===== src/logic/evp_defines.svh =====
`ifndef EVP_DEFINES_SVH
`define EVP_DEFINES_SVH

// exception numbers
`define EVP_EXC_RESET 8'h01
`define EVP_EXC_NMI 8'h02
`define EVP_EXC_HARD 8'h03
`define EVP_EXC_MEM 8'h04
`define EVP_EXC_BUS 8'h05
`define EVP_EXC_USAGE 8'h06
`define EVP_EXC_SVC 8'h0b
`define EVP_EXC_PSV 8'h0e
`define EVP_EXC_TICK 8'h0f
`define EVP_EXC_IRQ0 8'h10
`define EVP_NUM_IRQ 82
`define EVP_NUM_SYS 6
// priorities: 5-bit signed, fixed ones negative
`define EVP_PRIO_RESET 5'h1d
`define EVP_PRIO_NMI 5'h1e
`define EVP_PRIO_HARD 5'h1f
`define EVP_PRIO_IDLE 5'h10
// table offsets and base limits
`define EVP_OFS_INIT_SP 32'h0000_0000
`define EVP_OFS_RESET 32'h0000_0004
`define EVP_OFS_IRQ0 32'h0000_0040
`define EVP_OFS_IRQ_LAST 32'h0000_03fc
`define EVP_BASE_RESET 32'h0000_0000
`define EVP_BASE_MIN 32'h0000_0080
`define EVP_BASE_MAX 32'h03ff_ff80
`define EVP_BASE_MASK 32'hffff_ff80

`endif


===== src/logic/evp_pkg.sv =====
package evp_pkg;
    typedef logic [7:0] evp_exc_t;
    typedef logic signed [8:0] evp_irqn_t;
    typedef logic signed [4:0] evp_prio_t;
    typedef enum logic [1:0] {
        EVP_IDLE = 2'b00,
        EVP_GRACE = 2'b01,
        EVP_FETCH = 2'b11,
        EVP_ACTIVE = 2'b10
    } evp_state_t;
endpackage : evp_pkg


===== src/logic/evp_exception_map.sv =====
`timescale 1ns/1ps
`include "evp_defines.svh"
// Function
// - reset, nmi, hard fault fixed at -3,-2,-1
// - irq number equals exception number minus 16
// - status reads exception number, not irq number
// - one more instruction allowed before asynchronous entry
// - configurable exceptions disableable; fixed ones not
// - stack pointer at 0, handler at 4*exception
// - irq vectors from 0x40, step 4, to 0x184
// - reset puts table base at zero
// - base relocatable within 0x80 to 0x3ffff80
// - irqs 0 to 81 routed via vector slots
// - system exceptions kept separate from peripheral irqs
// - lower priority value is more urgent
// - configurable priorities 0 to 15
// - equal priority: lowest exception number first
// - equal priority never preempts running handler
module evp_exception_map (
    input wire logic clock, // core clock, 10 MHz
    input wire logic rst_n, // synchronous reset, active low
    input wire logic nmi_req, // non-maskable interrupt level
    input wire logic hard_req, // hard fault pulse
    input wire logic mem_req, // memory management fault pulse
    input wire logic bus_req, // bus fault pulse
    input wire logic usage_req, // usage fault pulse
    input wire logic svc_req, // supervisor call pulse
    input wire logic psv_req, // pended service call pulse
    input wire logic tick_req, // system tick pulse
    input wire logic [81:0] irq_req, // peripheral interrupt pulses
    input wire logic [5:0] sys_enable, // per-system-handler enables
    input wire logic [81:0] irq_enable, // interrupt enables
    input wire logic [3:0] sys_prio [6], // mem,bus,usage,svc,psv,tick priorities
    input wire logic [3:0] irq_prio [82], // peripheral priorities
    input wire logic base_wr, // privileged write to vector_base_offset
    input wire logic [31:0] base_wdata, // value written
    input wire logic instr_done, // core retired one instruction
    input wire logic entry_ack, // core fetched vector and entered handler
    input wire logic handler_done, // active handler returned
    output logic entry_req, // handler entry request
    output logic [31:0] vec_addr, // vector slot address to fetch
    output logic [7:0] active_exception_status, // active exception number
    output logic signed [8:0] active_irq_num, // active interrupt number
    output logic signed [4:0] active_prio, // running priority
    output logic active_is_system, // active one is a system exception other than reset
    output logic active_is_fault, // active one is a fault
    output logic [31:0] vector_base_offset // table base
);
    evp_pkg::evp_state_t state_reg;
    logic [5:0] sys_pend_reg;
    logic [81:0] irq_pend_reg;
    logic nmi_pend_reg;
    logic hard_pend_reg;
    logic [7:0] sel_exc_reg;
    logic signed [4:0] sel_prio_reg;
    logic [31:0] base_next;
    logic [31:0] addr_w;
    logic [5:0] sys_raw;
    logic [5:0] sys_clear;
    logic [81:0] irq_clear;
    // candidate array: nmi, hard, 6 system + 82 irq leaves, padded to 128 for the tree
    logic c_valid [255];
    logic signed [4:0] c_prio [255];
    logic [7:0] c_exc [255];
    logic top_valid;
    logic signed [4:0] top_prio;
    logic [7:0] top_exc;
    logic preempt;

    assign sys_raw = {tick_req, psv_req, svc_req, usage_req, bus_req, mem_req};

    // pending latches; a new request wins over the clear in the same cycle
    always_ff @(posedge clock) begin
        if (!rst_n) begin
            sys_pend_reg <= 6'h00;
            irq_pend_reg <= '0;
            nmi_pend_reg <= 1'b0;
            hard_pend_reg <= 1'b0;
        end else begin
            sys_pend_reg <= (sys_pend_reg & ~sys_clear) | sys_raw;
            irq_pend_reg <= (irq_pend_reg & ~irq_clear) | irq_req;
            nmi_pend_reg <= nmi_req | (nmi_pend_reg & ~(entry_ack && state_reg ==
                evp_pkg::EVP_FETCH && sel_exc_reg == `EVP_EXC_NMI));
            hard_pend_reg <= hard_req | (hard_pend_reg & ~(entry_ack && state_reg ==
                evp_pkg::EVP_FETCH && sel_exc_reg == `EVP_EXC_HARD));
        end
    end

    // clear the entry that was taken
    genvar g;
    generate
        for (g = 0; g < 88; g++) begin : g_clr
            if (g < 6) begin : g_s
                assign sys_clear[g] = entry_ack && state_reg == evp_pkg::EVP_FETCH
                    && sel_exc_reg == c_exc[129 + g];
            end else begin : g_i
                assign irq_clear[g - 6] = entry_ack && state_reg == evp_pkg::EVP_FETCH
                    && sel_exc_reg == 8'(`EVP_EXC_IRQ0 + (g - 6));
            end
        end
    endgenerate

    // leaves: disabled entries are never candidates; fixed ones always are
    localparam logic [7:0] SYS_EXC [6] = '{`EVP_EXC_MEM, `EVP_EXC_BUS, `EVP_EXC_USAGE,
        `EVP_EXC_SVC, `EVP_EXC_PSV, `EVP_EXC_TICK};
    generate
        for (g = 0; g < 128; g++) begin : g_leaf
            if (g == 0) begin : g_nmi
                assign c_valid[127] = nmi_pend_reg;
                assign c_prio[127] = `EVP_PRIO_NMI;
                assign c_exc[127] = `EVP_EXC_NMI;
            end else if (g == 1) begin : g_hard
                assign c_valid[128] = hard_pend_reg;
                assign c_prio[128] = `EVP_PRIO_HARD;
                assign c_exc[128] = `EVP_EXC_HARD;
            end else if (g < 8) begin : g_sys
                assign c_valid[127 + g] = sys_pend_reg[g - 2] & sys_enable[g - 2];
                assign c_prio[127 + g] = {1'b0, sys_prio[g - 2]};
                assign c_exc[127 + g] = SYS_EXC[g - 2];
            end else if (g < 90) begin : g_irq
                assign c_valid[127 + g] = irq_pend_reg[g - 8] & irq_enable[g - 8];
                assign c_prio[127 + g] = {1'b0, irq_prio[g - 8]};
                assign c_exc[127 + g] = 8'(`EVP_EXC_IRQ0 + (g - 8));
            end else begin : g_pad
                assign c_valid[127 + g] = 1'b0;
                assign c_prio[127 + g] = `EVP_PRIO_IDLE;
                assign c_exc[127 + g] = 8'hff;
            end
        end
        for (g = 0; g < 127; g++) begin : g_node
            evp_prio_cmp u_cmp (
                .a_valid(c_valid[2 * g + 1]),
                .a_prio(c_prio[2 * g + 1]),
                .a_exc(c_exc[2 * g + 1]),
                .b_valid(c_valid[2 * g + 2]),
                .b_prio(c_prio[2 * g + 2]),
                .b_exc(c_exc[2 * g + 2]),
                .w_valid(c_valid[g]),
                .w_prio(c_prio[g]),
                .w_exc(c_exc[g])
            );
        end
    endgenerate
    assign top_valid = c_valid[0];
    assign top_prio = c_prio[0];
    assign top_exc = c_exc[0];

    // strictly more urgent only, so an equal level waits pending; the idle code
    // reads as -16 signed, so thread mode is told by the status, not the compare
    assign preempt = top_valid && (active_exception_status == 8'h00 ||
        top_prio < active_prio);

    // entry sequence; one nesting level only, return drops to idle
    always_ff @(posedge clock) begin
        if (!rst_n) begin
            state_reg <= evp_pkg::EVP_IDLE;
            sel_exc_reg <= `EVP_EXC_RESET;
            sel_prio_reg <= `EVP_PRIO_IDLE;
        end else begin
            case (state_reg)
                evp_pkg::EVP_IDLE, evp_pkg::EVP_ACTIVE: begin
                    if (preempt) begin
                        sel_exc_reg <= top_exc;
                        sel_prio_reg <= top_prio;
                        // hard, mem, usage faults and svc are synchronous; the rest, bus fault too, may let one instruction go
                        state_reg <= (top_exc == `EVP_EXC_HARD || top_exc ==
                            `EVP_EXC_MEM || top_exc == `EVP_EXC_USAGE ||
                            top_exc == `EVP_EXC_SVC) ? evp_pkg::EVP_FETCH
                            : evp_pkg::EVP_GRACE;
                    end else if (handler_done && state_reg == evp_pkg::EVP_ACTIVE) begin
                        state_reg <= evp_pkg::EVP_IDLE;
                    end
                end
                evp_pkg::EVP_GRACE: begin
                    if (instr_done) begin
                        state_reg <= evp_pkg::EVP_FETCH;
                    end
                end
                evp_pkg::EVP_FETCH: begin
                    if (entry_ack) begin
                        state_reg <= evp_pkg::EVP_ACTIVE;
                    end
                end
                default: state_reg <= evp_pkg::EVP_IDLE;
            endcase
        end
    end

    // handler status seen by the core; reset itself is the first active one
    always_ff @(posedge clock) begin
        if (!rst_n) begin
            active_exception_status <= `EVP_EXC_RESET;
            active_irq_num <= 9'sh1f1;
            active_prio <= `EVP_PRIO_RESET;
            active_is_system <= 1'b0;
            active_is_fault <= 1'b0;
        end else if (state_reg == evp_pkg::EVP_FETCH && entry_ack) begin
            active_exception_status <= sel_exc_reg;
            active_irq_num <= $signed({1'b0, sel_exc_reg}) - 9'sh010;
            active_prio <= sel_prio_reg;
            active_is_system <= sel_exc_reg < `EVP_EXC_IRQ0;
            active_is_fault <= sel_exc_reg >= `EVP_EXC_HARD &&
                sel_exc_reg <= `EVP_EXC_USAGE;
        end else if (handler_done && (state_reg == evp_pkg::EVP_ACTIVE ||
            state_reg == evp_pkg::EVP_IDLE) && !preempt) begin
            active_exception_status <= 8'h00;
            active_irq_num <= 9'sh000;
            active_prio <= `EVP_PRIO_IDLE;
            active_is_system <= 1'b0;
            active_is_fault <= 1'b0;
        end
    end

    // base register: an out-of-range write is clamped to the legal window
    always_comb begin
        base_next = base_wdata & `EVP_BASE_MASK;
        if (base_next < `EVP_BASE_MIN) begin
            base_next = `EVP_BASE_MIN;
        end else if (base_next > `EVP_BASE_MAX) begin
            base_next = `EVP_BASE_MAX;
        end
    end
    always_ff @(posedge clock) begin
        if (!rst_n) begin
            vector_base_offset <= `EVP_BASE_RESET;
        end else if (base_wr) begin
            vector_base_offset <= base_next;
        end
    end

    evp_vec_addr u_addr (
        .base(vector_base_offset),
        .exc(sel_exc_reg),
        .addr(addr_w)
    );

    // request and slot address held steady while the core fetches
    always_ff @(posedge clock) begin
        if (!rst_n) begin
            entry_req <= 1'b0;
            vec_addr <= `EVP_BASE_RESET + `EVP_OFS_RESET;
        end else begin
            entry_req <= state_reg == evp_pkg::EVP_FETCH && !entry_ack;
            vec_addr <= addr_w;
        end
    end

    // checks
    reset_base_zero_a: assert property (@(posedge clock)
        !rst_n |=> vector_base_offset == 32'h0000_0000)
        else $error("base not zero after reset");
    base_in_window_a: assert property (@(posedge clock) disable iff (!rst_n)
        $past(base_wr) |-> vector_base_offset >= 32'h0000_0080
        && vector_base_offset <= 32'h03ff_ff80)
        else $error("base outside window");
    no_equal_preempt_a: assert property (@(posedge clock) disable iff (!rst_n)
        state_reg == evp_pkg::EVP_ACTIVE && top_prio >= active_prio |=>
        state_reg inside {evp_pkg::EVP_ACTIVE, evp_pkg::EVP_IDLE})
        else $error("equal priority preempted");
    irq_number_a: assert property (@(posedge clock) disable iff (!rst_n)
        ##1 active_prio != 5'sh10 |-> active_irq_num ==
        $signed({1'b0, active_exception_status}) - 9'sh010)
        else $error("irq number mismatch");
    status_exc_a: assert property (@(posedge clock) disable iff (!rst_n)
        state_reg == evp_pkg::EVP_FETCH && entry_ack |=>
        active_exception_status == $past(sel_exc_reg))
        else $error("status not exception number");
    grace_wait_a: assert property (@(posedge clock) disable iff (!rst_n)
        state_reg == evp_pkg::EVP_GRACE && !instr_done |=>
        state_reg == evp_pkg::EVP_GRACE)
        else $error("grace left early");
    no_reserved_a: assert property (@(posedge clock) disable iff (!rst_n)
        state_reg == evp_pkg::EVP_FETCH |-> !(sel_exc_reg inside {8'h07, 8'h08,
        8'h09, 8'h0a, 8'h0c, 8'h0d}))
        else $error("reserved exception raised");
    slot_addr_a: assert property (@(posedge clock) disable iff (!rst_n)
        state_reg == evp_pkg::EVP_FETCH ##1 state_reg == evp_pkg::EVP_FETCH |->
        vec_addr == vector_base_offset + {22'h0, sel_exc_reg, 2'b00})
        else $error("wrong vector slot");
    fixed_prio_a: assert property (@(posedge clock) disable iff (!rst_n)
        state_reg == evp_pkg::EVP_FETCH && sel_exc_reg == 8'h02 |->
        sel_prio_reg == 5'sh1e)
        else $error("nmi priority not fixed");
    hard_prio_a: assert property (@(posedge clock) disable iff (!rst_n)
        state_reg == evp_pkg::EVP_FETCH && sel_exc_reg == 8'h03 |->
        sel_prio_reg == 5'sh1f)
        else $error("hard fault priority not fixed");
    request_stands_a: assert property (@(posedge clock) disable iff (!rst_n)
        entry_req && !entry_ack |=> entry_req)
        else $error("entry request dropped before acknowledge");
    fault_flag_a: assert property (@(posedge clock) disable iff (!rst_n)
        state_reg == evp_pkg::EVP_FETCH && entry_ack |=>
        active_is_fault == ($past(sel_exc_reg) inside {8'h03, 8'h04, 8'h05, 8'h06}))
        else $error("fault class flag wrong");
    cov_irq_entry: cover property (@(posedge clock) disable iff (!rst_n)
        state_reg == evp_pkg::EVP_FETCH && entry_ack && sel_exc_reg >= 8'h10);
    cov_nest: cover property (@(posedge clock) disable iff (!rst_n)
        state_reg == evp_pkg::EVP_ACTIVE && preempt);
    cov_relocate: cover property (@(posedge clock) disable iff (!rst_n) base_wr);
    cov_fault_entry: cover property (@(posedge clock) disable iff (!rst_n)
        state_reg == evp_pkg::EVP_FETCH && entry_ack && sel_exc_reg == 8'h03);
    cov_grace_exit: cover property (@(posedge clock) disable iff (!rst_n)
        state_reg == evp_pkg::EVP_GRACE && instr_done);
endmodule : evp_exception_map


===== src/logic/evp_prio_cmp.sv =====
`timescale 1ns/1ps
`include "evp_defines.svh"
// one tournament stage: keeps the more urgent of two candidates
module evp_prio_cmp (
    input wire logic a_valid, // candidate a pending
    input wire logic signed [4:0] a_prio, // candidate a priority
    input wire logic [7:0] a_exc, // candidate a exception number
    input wire logic b_valid, // candidate b pending
    input wire logic signed [4:0] b_prio, // candidate b priority
    input wire logic [7:0] b_exc, // candidate b exception number
    output logic w_valid, // winner pending
    output logic signed [4:0] w_prio, // winner priority
    output logic [7:0] w_exc // winner exception number
);
    logic pick_b;
    // lower value wins; ties go to the lower exception number
    always_comb begin
        pick_b = 1'b0;
        if (!a_valid) begin
            pick_b = b_valid;
        end else if (b_valid) begin
            if (b_prio < a_prio) begin
                pick_b = 1'b1;
            end else if (b_prio == a_prio && b_exc < a_exc) begin
                pick_b = 1'b1;
            end
        end
    end
    assign w_valid = a_valid | b_valid;
    assign w_prio = pick_b ? b_prio : a_prio;
    assign w_exc = pick_b ? b_exc : a_exc;
endmodule : evp_prio_cmp


===== src/logic/evp_vec_addr.sv =====
`timescale 1ns/1ps
`include "evp_defines.svh"
// vector slot address: base plus four times the exception number
module evp_vec_addr (
    input wire logic [31:0] base, // table base
    input wire logic [7:0] exc, // exception number
    output logic [31:0] addr // word address of the slot
);
    // slot 0 holds the initial stack pointer, slot 1 reset
    assign addr = base + {22'h0, exc, 2'b00};
endmodule : evp_vec_addr


===== config.mk =====
export PLATFORM = sky130hd
export DESIGN_NAME = evp_exception_map
export DESIGN_NICKNAME = d
export VERILOG_FILES = /design/src/logic/evp_pkg.sv /design/src/logic/evp_exception_map.sv /design/src/logic/evp_prio_cmp.sv /design/src/logic/evp_vec_addr.sv
export VERILOG_INCLUDE_DIRS = /design/src /design/src/logic
export SDC_FILE = /design/constraint.sdc
export NUM_CORES = 1
export LEC_CHECK = 0
export BUFFER_PORTS_ARGS = -buffer_cell sky130_fd_sc_hd__buf_4
export CORE_AREA = 3 3 253 255
export DETAILED_ROUTE_END_ITERATION = 8
export DIE_AREA = 0 0 256 258
export PLACE_DENSITY = 0.71
export REMOVE_ABC_BUFFERS = 1
export SLEW_MARGIN = 25
export SYNTH_ARGS = -nofsm -noshare
export SYNTH_HDL_FRONTEND = slang
export SYNTH_SLANG_ARGS = --single-unit

===== constraint.sdc =====
create_clock -name clock -period 37.2 [get_ports clock]
set_input_delay 7.44 -clock clock [delete_from_list [all_inputs] [get_ports clock]]
set_output_delay 7.44 -clock clock [all_outputs]
set_load 0.01 [all_outputs]

Word-level counts from Yosys, hierarchy flattened
Index checks and enable logic that the tools add are counted.
W data, S select, Z words.
{ "word_totals": {"ff_bits": 194} }
{ "op_classes": {"bitwise": 189, "order_cmp": 138, "n_eq_ne": 144, "reduce_logical": 154, "addsub": 2, "n_mux": 504} }
{ "op_table": {"columns": ["op", "n"], "rows": [
  ["$mux W8", 46],
  ["$mux W1", 357],
  ["$lt A8 B8 Y1", 44],
  ["$eq A8 B7 Y1 const B", 34],
  ["$eq A8 B6 Y1 const B", 32],
  ["$mux W5", 46],
  ["$lt A5 B5 Y1", 45],
  ["$eq A5 B5 Y1", 44],
  ["$mux W4", 45],
  ["$lt A4 B4 Y1", 44],
  ["$logic_and A1 B1 Y1", 141],
  ["$eq A8 B5 Y1 const B", 16],
  ["$or A1 B1 Y1", 91],
  ["$and A1 B1 Y1", 90],
  ["$and A82 B82 Y82", 1],
  ["$not A82 Y82", 1],
  ["$or A82 B82 Y82", 1],
  ["$mux W32", 2],
  ["$eq A8 B3 Y1 const B", 5],
  ["$add A32 B10 Y32", 1],
  ["$eq A8 B4 Y1 const B", 4],
  ["$gt A32 B26 Y1 const B", 1],
  ["$lt A32 B8 Y1 const B", 1],
  ["$eq A8 B2 Y1 const B", 3],
  ["23 further kinds", 36]
]} }

Logic depth before layout (Yosys ltp)
{ "depth": {"depth_word": 54, "ltp_mapped": 78, "depth_no_buf": 75} }

Cells and area by module
From an unflattened synthesis, not the netlist that was laid out.
{ "hier_totals": {"hier_cells": 12861, "area_unflattened_um2": 108639.2} }
{ "modules_own_cells": {"columns": ["mod", "instances", "cells_per_inst", "area_per_inst_um2", "seq_area_each_um2"], "rows": [
  ["evp_prio_cmp", 127, 94, 789.5, 0.0],
  ["evp_exception_map", 1, 808, 7527.2, 3663.5],
  ["evp_vec_addr", 1, 115, 844.6, 0.0]
]} }

Worst setup path after synthesis
OpenSTA, ideal clock, no wires.
{ "synth_path": {"path_type": "input to register", "start": "in irq_prio[269] in the netlist's numbering", "end": "reg sel_prio_reg[4]", "stages": 74, "t_required_ns": 37.080, "n_path_buf": 6, "setup_slack_ns": 16.673, "t_arrival_ns": 20.407, "setup_ns": 0.120, "path_cell_list": "inv_1 > ha_1 > a21o_1 > a21o_1 > a211o_1 > and2_1 > clkbuf_1 > mux2i_1 > inv_1 > ha_1 > a21o_1 > a21oi_1 > nor2_1 > a21oi_1 > nor2b_1 > clkbuf_1 > mux2i_1 > ha_1 > [... 38 more ...] > ha_1 > nor2b_1 > o21a_1 > o21ai_0 > nand2_1 > a21oi_1 > a41oi_2 > o21ai_0 > nand2_1 > a21oi_1 > ha_1 > a21o_1 > a2111oi_0 > a222oi_1 > o21ai_1 > buf_2 > a21boi_1 > a211o_1"} }
{ "synth_lines": {"columns": ["item", "line_no", "text"], "rows": [
  ["start: declaration", "evp_exception_map.sv:34", "input wire logic [3:0] irq_prio [82],"],
  ["end signal: assignment", "evp_exception_map.sv:158", "sel_prio_reg <= `EVP_PRIO_IDLE;"],
  ["end signal: assignment", "evp_exception_map.sv:164", "sel_prio_reg <= top_prio;"],
  ["end: declaration", "evp_exception_map.sv:55", "logic signed [4:0] sel_prio_reg;"]
]} }

==> metrics <==
ys async rst share 0; detailed placement HPWL 77,100 um; port buffer count 639; # resized after CTS 0; fin nets approximately 4,600; Pwr Density ~48 nW/um^2; commonest cells after routing, fill and taps aside buf_4 (646), inv_1 (338), nand2_1 (318), a21oi_1 (292), ha_1 (273); Worst VDD drop 0.0000522 V; Die Span Y 258 um; unrepaired setup endpoints after global routing false; Hold Crit Class reg -> reg; Yosys Warn Count 0; layout cells sized above 1 0.216; Synth Instances between 3,000 and 4,000; total number of H-tree levels 4; routed len/inst 19.9 um; hold path depth 2; fin. max-slew vios 0; Crit path depth 64; IO Count 657; CP delay by family, top compound AO/OA/AOI/OAI gates; Final Hold Viols 0; Hold-fix buffers, CTS 0; clock buffer depth 2; P&R area growth vs syn 27.5%; Core Area approximately 62,000 sq um; clk_lat worst skew roughly 490 ps; GRT Total Usage 0.265; Post-DRT Antenna Nets 0; clock skew 13.4 ps; Avg Cell Area, Syn ~7.2 sq um; cell repeated most along the worst path ha_1; post-route minimum period about 23,000 ps; WP data required 37,540 ps; Top FF cell, synth dfxtp_1; slowest cell delay on critical path between 600 and 700 ps; clock-pin slew on the worst setup and hold paths 90 ps; placer congestion estimate roughly 0.95; post-synthesis sequential area ratio 0.158; cell leakage power 14.5 nW; DR iter-0 viols 1,927; post-synth cell types between 100 and 150; first-pass GRT wire length roughly 140,000 um; clock root buffer clkbuf_16; Num CTS Buffers 17; area of the mapped netlist 22,700 sq um; worst path bufs/invs 6; max FFs per register 82; final-report setup violation count 0; DR vias ~26,000; Starting Density 0.367; DRC viols 0; fmax 0.0430 GHz; maxcap violations 0; die area 66,000 sq um; # fillers 6,364; Core Util, Final 0.468; status finished clean; Overflow after GRT 0; largest net degree at the start of global routing 73; most common cell after layout, fill and taps aside buf_4; clock sinks ~180; CP arrival between 20,000 and 25,000 ps; Setup TNS 0 ps; initial antenna violation count 8; post-DR vias/cell between 5 and 6; row count between 90 and 100; WL final 91,600 um; slew margin rel. 0.254; Final period util 0.625; storage element area 3580 sq um; Worst Tran Pin Value 1120 ps; crit path max fanout 13; critical path type in -> reg; First-pass DRT Iterations 8; CTS tree built; reg2reg path depth 60; synthesis-stage register bit count 179; # Post-CTS Setup Buffers 0; number of global-route vias before repair 24,400; Die Wd 256 um; Setup crit end kind flip-flop; Post-synth EDFFs 0; Critical-path top delay cell nor4_1; Multi-input gate area 17,500 sq um; startpoint class of the critical path input port
final timing paths:
path	start	end	slack (ps)
min	active_irq_num[8]	active_irq_num[8]	450
max	irq_prio[281]	sel_exc_reg[6]	13940
min reg2reg	active_irq_num[8]	active_irq_num[8]	450
max reg2reg	irq_pend_reg[10]	sel_exc_reg[6]	21110
cells by family (layout without fill, tap and decap cells):
family	Yosys count	after routing	synth area share
and+or+nand+nor	1028	1028	0.219
other	1	14	0.000165
buffers and inverters	417	1018	0.0721
xor gates and xnor gates	19	19	0.00733
adders and majority gates	278	278	0.153
AOI/OAI and AO/OA	1019	1019	0.295
muxes	208	208	0.0952
DFF	179	179	0.158
area by class of cell:
| type | instances | area share |
|---|---|---|
| Clock inverter | 15 | 0.00744 |
| Inverter | 340 | 0.0442 |
| Antenna cell | 4 | 0.000346 |
| Timing Repair Buffer | 646 | 0.168 |
| Sequential cell | 179 | 0.124 |
| Multi-Input combinational cell | 2562 | 0.606 |
| Clock buffer | 17 | 0.0147 |
| Tap cell | 837 | 0.0362 |
tightest hold or removal path, delay by kind of cell (launching register included):
kind | cells | cell delay, ps
and+or+nand+nor | 1 | 50
AOI/OAI and AO/OA | 1 | 50
DFF | 1 | 320
power by group:
part | total, mW | internal, mW | switching (mW)
clock network | 0.204 | 0.0946 | 0.110
registers | 0.231 | 0.212 | 0.0188
logic | 0.962 | 0.378 | 0.584
total | 1.40 | 0.685 | 0.713
Yosys cell counts, types with 11 or more instances:
library cell  instances  area (sq um)
o21a_1               26           195
a211o_1              15           131
nand2b_1             50           313
inv_1               339          1270
o21bai_1             17           128
nand3_1             109           546
buf_4                14           105
a21o_1               96           721
o211ai_1             40           300
o31a_1               15           131
nand2_1             318          1190
nor2b_1              37           231
dfxtp_1             179          3580
mux2i_1             145          1450
ha_1                273          3420
nand4b_1             14           123
nand4_1              37           231
nor3_1               35           175
xor2_1               18           158
or2_2                16           100
a211oi_1             35           263
and2_1               59           369
o21ai_1              31           155
o21ai_0             223          1120
clkbuf_1             56           210
a21oi_1             292          1460
a221oi_1             11          96.3
mux2_2               63           709
o2111ai_1            13           114
nor4_1               13          81.3
and4_1               14           123
or3_1                11          68.8
nor2_1              244           916
and3_1               36           225
a31oi_1              24           150
a22oi_1              22           165
through the flow:
stage	worst slack (ps)	cells	hold WS, ps	area, sq um	total power [mW]
after floorplan	16540	3081	435	22400	0.888
after global placement	13500	4564	443	28300	1.17
after detailed placement	13500	4564	443	28300	1.18
after CTS	13980	4596	456	28900	1.39
after global routing	12750	4598	475	28900	1.52
final	13940	4600	454	28900	1.40
per-layer routing:
metal,vias up,share of wire,GRT usage,wire [um]
li1,12700,-,-,-
met1,12000,0.43,0.331,39100
met2,918,0.47,0.454,43200
met3,123,0.073,0.0561,6680
met4,0,0.028,0.0855,2570
met5,-,0,0,0
No activity file was read; power rests on OpenSTA's default activity.
